### config.mk
export PLATFORM = sky130hd
export DESIGN_NAME = spc_port
export DESIGN_NICKNAME = d
export VERILOG_FILES = /design/src/common/spc_pkg.sv /design/src/core/spc_fifo.sv /design/src/core/spc_port.sv /design/src/core/spc_sync.sv
export SDC_FILE = /design/constraint.sdc
export NUM_CORES = 1
export LEC_CHECK = 0
export BUFFER_PORTS_ARGS = -buffer_cell sky130_fd_sc_hd__buf_4
export CORE_ASPECT_RATIO = 2
export CORE_MARGIN = 10
export CORE_UTILIZATION = 31
export DETAILED_ROUTE_END_ITERATION = 16
export GPL_TIMING_DRIVEN = 1
export PLACE_DENSITY = 0.5
export SETUP_SLACK_MARGIN = 0.4
export SLEW_MARGIN = 20
export SYNTH_ARGS = -nofsm -noshare
export SYNTH_HDL_FRONTEND = slang
export SYNTH_SLANG_ARGS = --single-unit
export TNS_END_PERCENT = 30
### constraint.sdc
create_clock -name CLK_SYS -period 3 [get_ports CLK_SYS]
set_input_delay 0.3 -clock CLK_SYS [delete_from_list [all_inputs] [get_ports CLK_SYS]]
set_output_delay 0.3 -clock CLK_SYS [all_outputs]
set_load 0.01 [all_outputs]
### src/common/spc_pkg.sv
package spc_pkg;
  localparam int CLK_MHZ = 100;
  // master serial clock half period
  localparam int SCLK_HALF_NS = 60;
  localparam int HALF_CYC = (SCLK_HALF_NS * CLK_MHZ + 999) / 1000;
  localparam logic [3:0] HALF_LAST = 4'(HALF_CYC - 1);
  localparam int WORD_W = 8;
  localparam logic [2:0] LAST_BIT = 3'h7;
  localparam int FIFO_DEPTH = 16;
  localparam int LINES = 4;
  // line index of each multiplexed pin
  localparam int IDX_LINE_FOUR = 0;
  localparam int IDX_LINE_FIVE = 1;
  localparam int IDX_LINE_SIX = 2;
  localparam int IDX_LINE_SEVEN = 3;
  localparam logic [3:0] PIN_GPIO_RST = 4'h0;
  localparam logic [7:0] TX_IDLE_WORD = 8'h00;
  localparam logic [3:0] LINE_OE_N_RST = 4'hF;
  localparam logic [3:0] LINE_OUT_RST = 4'h0;
  localparam logic [3:0] LINE_SYNC_RST = 4'h8;
  typedef enum logic [1:0] {
    M_IDLE = 2'b00,
    M_LOW = 2'b01,
    M_HIGH = 2'b11,
    M_FAULT = 2'b10
  } spc_mst_t;
endpackage

### src/core/spc_fifo.sv
module spc_fifo #(
  parameter int W = 8,
  parameter int DEPTH = 16
) (
  input wire logic clk,
  input wire logic rst,
  input wire logic ce,
  input wire logic in_valid,
  output logic in_ready,
  input wire logic [W-1:0] in_data,
  output logic out_valid,
  input wire logic out_ready,
  output logic [W-1:0] out_data
);
  localparam int AW = $clog2(DEPTH);
  localparam logic [AW:0] FULL_CNT = (AW + 1)'(DEPTH);

  logic [W-1:0] mem_q [DEPTH];
  logic [AW-1:0] wr_q;
  logic [AW-1:0] rd_q;
  logic [AW:0] cnt_q;
  logic push;
  logic pop;

  assign in_ready = cnt_q != FULL_CNT;
  assign out_valid = cnt_q != '0;
  assign out_data = mem_q[rd_q];
  assign push = in_valid && in_ready;
  assign pop = out_valid && out_ready;

  always_ff @(posedge clk) begin
    if (ce && push) begin
      mem_q[wr_q] <= in_data;
    end
  end

  always_ff @(posedge clk) begin
    if (rst) begin
      wr_q <= '0;
      rd_q <= '0;
      cnt_q <= '0;
    end else if (ce) begin
      if (push) begin
        wr_q <= wr_q + 1'b1;
      end
      if (pop) begin
        rd_q <= rd_q + 1'b1;
      end
      if (push && !pop) begin
        cnt_q <= cnt_q + 1'b1;
      end else if (pop && !push) begin
        cnt_q <= cnt_q - 1'b1;
      end
    end
  end
endmodule

### src/core/spc_port.sv
// Notes on behaviour
// - The data-in line is an input for the master and an output for the slave.
// - An unselected slave releases its data-out line to high impedance.
// - The data-out line is driven by the master and sampled by the slave.
// - The master sets each bit half a clock period before the capture edge.
// - The serial clock is driven as master and taken as input as slave.
// - As master, a low select input flags contention with another master.
// - As slave, transfers happen only while the select input is low.
// - Each of the four lines can be a general I/O with its own direction.
// - After reset all four lines carry their serial-port function.
// - The select line is never driven except as a general I/O output.
module spc_port (
  input wire logic CLK_SYS,
  input wire logic RST,
  input wire logic CE,
  input wire logic MASTER_MODE,
  input wire logic [3:0] GPIO_SEL,
  input wire logic [3:0] GPIO_DIR,
  input wire logic [3:0] GPIO_OUT,
  output logic [3:0] GPIO_IN,
  input wire logic FAULT_CLR,
  output logic MODE_FAULT,
  input wire logic [7:0] TX_DATA,
  input wire logic TX_VALID,
  output logic TX_READY,
  output logic [7:0] RX_DATA,
  output logic RX_VALID,
  input wire logic RX_READY,
  output logic RX_OVERRUN,
  input wire logic [3:0] LINE_IN,
  output logic [3:0] LINE_OUT,
  output logic [3:0] LINE_OE_N
);
  logic [3:0] line_s;
  logic sclk_s, mosi_s, miso_s, ss_s;
  logic master_q, sclk_prev_q, ss_prev_q, fault_q, tx_full_q;
  logic [3:0] pin_gpio_q;
  logic [7:0] tx_q, word_in, shreg_q;
  logic [2:0] bit_q;
  logic [3:0] half_q;
  logic miso_q, overrun_q;
  spc_pkg::spc_mst_t st_q;
  logic ss_low, slv_act, slv_start, rise, fall, fault_set;
  logic half_done, mst_start, mst_last, slv_reload, tx_take;
  logic fifo_in_valid, fifo_in_ready, mst_drive;
  logic [7:0] fifo_in_data;
  logic [3:0] spi_oe_n, spi_out;

  spc_sync #(
    .W(spc_pkg::LINES),
    .RST_VAL(spc_pkg::LINE_SYNC_RST)
  ) u_sync (
    .clk(CLK_SYS),
    .rst(RST),
    .ce(CE),
    .d(LINE_IN),
    .q(line_s)
  );

  assign sclk_s = line_s[spc_pkg::IDX_LINE_FOUR];
  assign mosi_s = line_s[spc_pkg::IDX_LINE_FIVE];
  assign miso_s = line_s[spc_pkg::IDX_LINE_SIX];
  assign ss_s = line_s[spc_pkg::IDX_LINE_SEVEN];
  assign GPIO_IN = line_s;

  // role and pin function
  always_ff @(posedge CLK_SYS) begin
    if (RST) begin
      master_q <= 1'b0;
      pin_gpio_q <= spc_pkg::PIN_GPIO_RST;
    end else if (CE) begin
      master_q <= MASTER_MODE;
      pin_gpio_q <= GPIO_SEL;
    end
  end

  always_ff @(posedge CLK_SYS) begin
    if (RST) begin
      sclk_prev_q <= 1'b0;
      ss_prev_q <= 1'b1;
    end else if (CE) begin
      sclk_prev_q <= sclk_s;
      ss_prev_q <= ss_s;
    end
  end

  assign ss_low = !pin_gpio_q[spc_pkg::IDX_LINE_SEVEN] && !ss_s;
  assign slv_act = !master_q && ss_low;
  assign slv_start = slv_act && ss_prev_q;
  assign rise = sclk_s && !sclk_prev_q;
  assign fall = !sclk_s && sclk_prev_q;
  assign fault_set = master_q && ss_low;

  // contention flag, set wins over clear
  always_ff @(posedge CLK_SYS) begin
    if (RST) begin
      fault_q <= 1'b0;
    end else if (CE) begin
      if (fault_set) begin
        fault_q <= 1'b1;
      end else if (FAULT_CLR) begin
        fault_q <= 1'b0;
      end
    end
  end

  assign MODE_FAULT = fault_q;

  // transmit holding word
  assign TX_READY = !tx_full_q;
  assign word_in = tx_full_q ? tx_q : spc_pkg::TX_IDLE_WORD;
  assign tx_take = tx_full_q && (mst_start || slv_reload || slv_start);

  always_ff @(posedge CLK_SYS) begin
    if (RST) begin
      tx_full_q <= 1'b0;
      tx_q <= spc_pkg::TX_IDLE_WORD;
    end else if (CE) begin
      if (TX_VALID && !tx_full_q) begin
        tx_full_q <= 1'b1;
        tx_q <= TX_DATA;
      end else if (tx_take) begin
        tx_full_q <= 1'b0;
      end
    end
  end

  assign half_done = half_q == spc_pkg::HALF_LAST;
  assign mst_start = (st_q == spc_pkg::M_IDLE) && master_q && tx_full_q &&
    !fault_set && !fault_q;
  assign mst_last = (st_q == spc_pkg::M_HIGH) && half_done &&
    (bit_q == spc_pkg::LAST_BIT);

  // master clock generator
  always_ff @(posedge CLK_SYS) begin
    if (RST) begin
      st_q <= spc_pkg::M_IDLE;
      half_q <= 4'h0;
    end else if (CE) begin
      if (fault_set) begin
        st_q <= spc_pkg::M_FAULT;
        half_q <= 4'h0;
      end else begin
        case (st_q)
          spc_pkg::M_IDLE: begin
            if (mst_start) begin
              st_q <= spc_pkg::M_LOW;
              half_q <= 4'h0;
            end
          end
          spc_pkg::M_LOW: begin
            if (half_done) begin
              st_q <= spc_pkg::M_HIGH;
              half_q <= 4'h0;
            end else begin
              half_q <= half_q + 4'h1;
            end
          end
          spc_pkg::M_HIGH: begin
            if (!half_done) begin
              half_q <= half_q + 4'h1;
            end else if (bit_q != spc_pkg::LAST_BIT) begin
              st_q <= spc_pkg::M_LOW;
              half_q <= 4'h0;
            end else if (fifo_in_ready) begin
              st_q <= spc_pkg::M_IDLE;
              half_q <= 4'h0;
            end
          end
          spc_pkg::M_FAULT: begin
            if (!fault_q) begin
              st_q <= spc_pkg::M_IDLE;
            end
          end
          default: begin
            st_q <= spc_pkg::M_IDLE;
          end
        endcase
      end
    end
  end

  assign slv_reload = slv_act && !slv_start && rise &&
    (bit_q == spc_pkg::LAST_BIT);

  // shared shift register, left shift, msb first
  always_ff @(posedge CLK_SYS) begin
    if (RST) begin
      shreg_q <= spc_pkg::TX_IDLE_WORD;
      bit_q <= 3'h0;
    end else if (CE) begin
      if (master_q) begin
        if (mst_start) begin
          shreg_q <= word_in;
          bit_q <= 3'h0;
        end else if ((st_q == spc_pkg::M_HIGH) && half_done &&
                     (bit_q != spc_pkg::LAST_BIT || fifo_in_ready)) begin
          shreg_q <= {shreg_q[6:0], miso_s};
          bit_q <= bit_q + 3'h1;
        end
      end else if (slv_start) begin
        shreg_q <= word_in;
        bit_q <= 3'h0;
      end else if (slv_act && rise) begin
        if (bit_q == spc_pkg::LAST_BIT) begin
          shreg_q <= word_in;
        end else begin
          shreg_q <= {shreg_q[6:0], mosi_s};
        end
        bit_q <= bit_q + 3'h1;
      end
    end
  end

  // slave output bit changes on the falling clock
  always_ff @(posedge CLK_SYS) begin
    if (RST) begin
      miso_q <= 1'b0;
    end else if (CE) begin
      if (slv_start) begin
        miso_q <= word_in[7];
      end else if (slv_act && fall) begin
        miso_q <= shreg_q[7];
      end
    end
  end

  assign fifo_in_valid = mst_last || slv_reload;
  assign fifo_in_data = {shreg_q[6:0], master_q ? miso_s : mosi_s};

  always_ff @(posedge CLK_SYS) begin
    if (RST) begin
      overrun_q <= 1'b0;
    end else if (CE) begin
      overrun_q <= slv_reload && !fifo_in_ready;
    end
  end

  assign RX_OVERRUN = overrun_q;
  spc_fifo #(
    .W(spc_pkg::WORD_W),
    .DEPTH(spc_pkg::FIFO_DEPTH)
  ) u_fifo (
    .clk(CLK_SYS),
    .rst(RST),
    .ce(CE),
    .in_valid(fifo_in_valid),
    .in_ready(fifo_in_ready),
    .in_data(fifo_in_data),
    .out_valid(RX_VALID),
    .out_ready(RX_READY),
    .out_data(RX_DATA)
  );

  // serial-port direction of each line
  assign mst_drive = master_q && !fault_q;
  always_comb begin
    spi_oe_n = spc_pkg::LINE_OE_N_RST;
    spi_out = spc_pkg::LINE_OUT_RST;
    spi_oe_n[spc_pkg::IDX_LINE_FOUR] = !mst_drive;
    spi_out[spc_pkg::IDX_LINE_FOUR] = st_q == spc_pkg::M_HIGH;
    spi_oe_n[spc_pkg::IDX_LINE_FIVE] = !mst_drive;
    spi_out[spc_pkg::IDX_LINE_FIVE] = shreg_q[7];
    spi_oe_n[spc_pkg::IDX_LINE_SIX] = !slv_act;
    spi_out[spc_pkg::IDX_LINE_SIX] = miso_q;
  end

  // pin drivers; select line left undriven in serial function
  generate
    for (genvar i = 0; i < spc_pkg::LINES; i++) begin : g_line
      always_ff @(posedge CLK_SYS) begin
        if (RST) begin
          LINE_OE_N[i] <= spc_pkg::LINE_OE_N_RST[i];
          LINE_OUT[i] <= spc_pkg::LINE_OUT_RST[i];
        end else if (CE) begin
          if (pin_gpio_q[i]) begin
            LINE_OE_N[i] <= !GPIO_DIR[i];
            LINE_OUT[i] <= GPIO_OUT[i];
          end else begin
            LINE_OE_N[i] <= spi_oe_n[i];
            LINE_OUT[i] <= spi_out[i];
          end
        end
      end
    end
  endgenerate
endmodule

### src/core/spc_sync.sv
module spc_sync #(
  parameter int W = 4,
  parameter logic [W-1:0] RST_VAL = '0
) (
  input wire logic clk,
  input wire logic rst,
  input wire logic ce,
  input wire logic [W-1:0] d,
  output logic [W-1:0] q
);
  logic [W-1:0] s1_q;
  logic [W-1:0] s2_q;

  always_ff @(posedge clk) begin
    if (rst) begin
      s1_q <= RST_VAL;
      s2_q <= RST_VAL;
    end else if (ce) begin
      s1_q <= d;
      s2_q <= s1_q;
    end
  end

  assign q = s2_q;
endmodule

==> run_results.csv <==
group,metric,value,unit
status,outcome,"completed",
global_route,grt_util_all_layers,12.0,%
die,initial_core_util,31.4,%
drt,wire_per_inst,19.5,um
cts,numCtsBuffers,17,
die,die_w,135,um
run,max-cap-violations,0,
logic_synthesis,postSynthCellCount,584,
cts,insertion_delay,0.45,ns
drt,dr.pass1.iters,4,
place,place.port_buffers,54,
global_route,antenna_found_initial,0,
worst_setup_path,path_common_cell,"ha_4",
drt,routed_wl,19800,um
place,post-place-ws,0.152,ns
cts,holdBufCountCts,0,
cells_and_area,syn_to_final_growth,21.4,%
sta,setup_viol_count_final,0,
worst_setup_path,arrival,3.01,ns
sta,fin_ws,0.326,ns
cts,max-clock-path-buffers,2,
sta,period_share,89.1,%
cts,cts_root_buffer,"clkbuf_16",
die,ios,55,
cells_and_area,n_antenna_cell,0,
sta,fin_crit,2.67,ns
worst_setup_path,endpoint_kind,"flop",
logic_synthesis,synth_edf_count,128,
sta,slew_headroom,48.3,%
cells_and_area,most-common-layout-cells,"edfxtp_1 (128), buf_4 (84), dfxtp_1 (64), nor2_1 (64), mux4_2 (40)",
sta,skew,0.0105,ns
cells_and_area,layoutNonFillerInstCount,1018,
die,die-area,34000,um2
sta,worst_slew_pin_slew,0.776,ns
cts,cts.sinks,197,
sta,hold_ws,0.0562,ns
cells_and_area,drive_gt1_share,28.0,%
logic_synthesis,syn_nets,634,
pwr,powerDensity,564,nW/um2
die,coreArea,26300,um2
worst_setup_path,path_class,"flop to flop",
cells_and_area,fin_nets,711,
worst_setup_path,startpoint_type,"flop",
global_route,grt_pass1_wl,30600,um
place,placed_area,9210,um2
worst_setup_path,worst_path_max_delay_cell,"dfxtp_2",
drt,drtAntennaViolNets,0,
worst_setup_path,path_buf_inv,1,
place,gp_congestion,0.796,
worst_setup_path,slowest_delay,0.35,ns
cts,clkSlewWorstSetupHoldPaths,0.07,ns
drt,drt_iter0_drc,240,
cts,htree_levels,4,
worst_setup_path,path_delay_family,"adder cells",
sta,final_max_slew_viol_count,0,
logic_synthesis,yosysUniqueCellTypes,58,
drt,avgViaCountPerCell,4.91,
logic_synthesis,synth.cell_area,8260,um2
global_route,grt_pass1_vias,5394,
cts,cts_tree,"done",
global_route,overflow,0,
logic_synthesis,synth_flop_cell,"edfxtp_1",
drt,via_count,4997,
min_path,hold_class,"input port to flop",
sta,hold_viol,0,
drt,drc,0,
logic_synthesis,ys_seq_area_share,63.3,%
pwr,power_leakage,3.43,nW
logic_synthesis,yosys_warnings,0,
global_route,grt_max_degree,75,
die,rows,84,
sta,timing.setup.tns,0,ns
place,placed_cells,975,
pwr,vdd_ir_drop_max,0.348,mV
logic_synthesis,avgSynthCellArea,14.1,um2
logic_synthesis,synth-async-reset-ratio,0,%
cells_and_area,final_area,10000,um2
place,dp_hpwl,13800,um
sta,rsz0062_at_grt,"true",
worst_setup_path,critPathRequiredTime,3.33,ns
logic_synthesis,synth_seq_cells,197,
worst_setup_path,timing.critical_path.fanout_max,4,
sta,fmax,0.374,GHz
worst_setup_path,path_cells,"ha_4 > ha_4 > nand3b_1 > o32ai_4 > and2_4 > ha_4 > inv_4 > ha_4 > nor2b_4 > o21a_1 > o211ai_1 > o31ai_2 > mux2_2",
cells_and_area,layout_commonest_cell,"edfxtp_1",
die,die_height,251,um
==> synthesized netlist by cell type (4+ instances only) <==
cell type  number  share of area, %
a21oi_1        25               1.5
buf_2           6              0.36
ha_1           18               2.7
clkbuf_1       17              0.77
mux2i_1        19               2.3
nand4_1         5              0.38
nor2_1         64               2.9
xor2_1          4              0.42
xnor2_1         4              0.42
edfxtp_1      128                47
nand3_1         8              0.48
mux4_2         40                11
nand3b_1        5              0.45
a311oi_1       10               1.1
or4_1           4              0.36
a211o_1         4              0.42
nor3_1          7              0.42
nand2_1        38               1.7
nand2b_1        9              0.68
nor2b_1        11              0.83
dfxtp_1        69                17
a211oi_1       11               1.0
buf_1           7              0.32
inv_1          19              0.86
o21ai_0         8              0.48
==> flip-flops by register name (all words and copies together) (netlist names), named ones only <==
signal and count:
half_q 4, LINE_OE_N 4, shreg_q 8, tx_full_q 1
st_q 2, u_sync.q 4, pin_gpio_q 4, MODE_FAULT 1
sclk_prev_q 1, u_fifo.rd_q 4, RX_OVERRUN 1, u_sync.s1_q 4
master_q 1, miso_q 1, ss_prev_q 1, u_fifo.wr_q 4
LINE_OUT 4, bit_q 3, u_fifo.cnt_q 5, tx_q 8
u_fifo.mem_q 128
==> layout make-up <==
cell class | count | area, um2
timing repair buffer | 90 | 739
tap | 344 | 430
sequential | 197 | 5240
multi-input combinational | 336 | 2910
inverter | 19 | 73.8
clock buffer | 19 | 433
fill | 2510 | 16200
clock inverter | 13 | 203
==> routing by layer <==
layer / track usage (%) / share of wire (%) / vias to the layer above
met3: 2.74 / 3.2 / 20
met4: 5.13 / 2.3 / 0
li1: - / - / 2366
met1: 11.3 / 35 / 2520
met5: 0 / 0 / -
met2: 23.5 / 59 / 91
==> stage by stage <==
stage	total power, mW	utilization, %
floorplan	3.14	-
global placement	3.23	35.0
detailed placement	3.24	35.0
CTS	5.72	38.1
global route	5.85	38.2
finish	5.66	38.2
==> where the power goes <==
part | total [mW] | internal, mW | switching, mW
combinational | 0.210 | 0.0950 | 0.115
sequential | 2.97 | 2.92 | 0.0516
clock | 2.48 | 1.48 | 0.998
total | 5.66 | 4.49 | 1.17
==> logic make-up (layout without fill, tap and decap cells) <==
kind of cell,after synthesis,count (layout),synth area share [%]
adder cells (fa/ha/maj),19,19,2.97
buffers and inverters,51,141,2.50
XOR/XNOR,8,8,0.848
multiplexers,63,63,13.8
flip-flops,197,197,63.3
AO/OA/AOI/OAI,78,78,6.74
AND/OR/NAND/NOR,168,168,9.92
==> path summary, 6_finish.rpt <==
path                                            start                            to  slack, ns  cells past startpoint
worst max-delay path            bit_q[0]$_SDFFE_PP0P_  u_fifo.cnt_q[4]$_SDFFE_PP0P_       0.33                     13
worst min-delay path                       LINE_IN[3]   u_sync.s1_q[3]$_SDFFE_PP1P_       0.06                      2
worst max register to register  bit_q[0]$_SDFFE_PP0P_  u_fifo.cnt_q[4]$_SDFFE_PP0P_       0.33                     13
worst min register to register   tx_q[6]$_SDFFE_PP0P_          tx_q[6]$_SDFFE_PP0P_       0.46                      2
==> timing repair <==
action	CTS	global route
pin swaps	8	5
resized for setup	15	2
buffers inserted	7	2
endpoints found under the setup margin	10	9
gates cloned	2	0
Note: power is estimated with default switching activity, not from simulation.
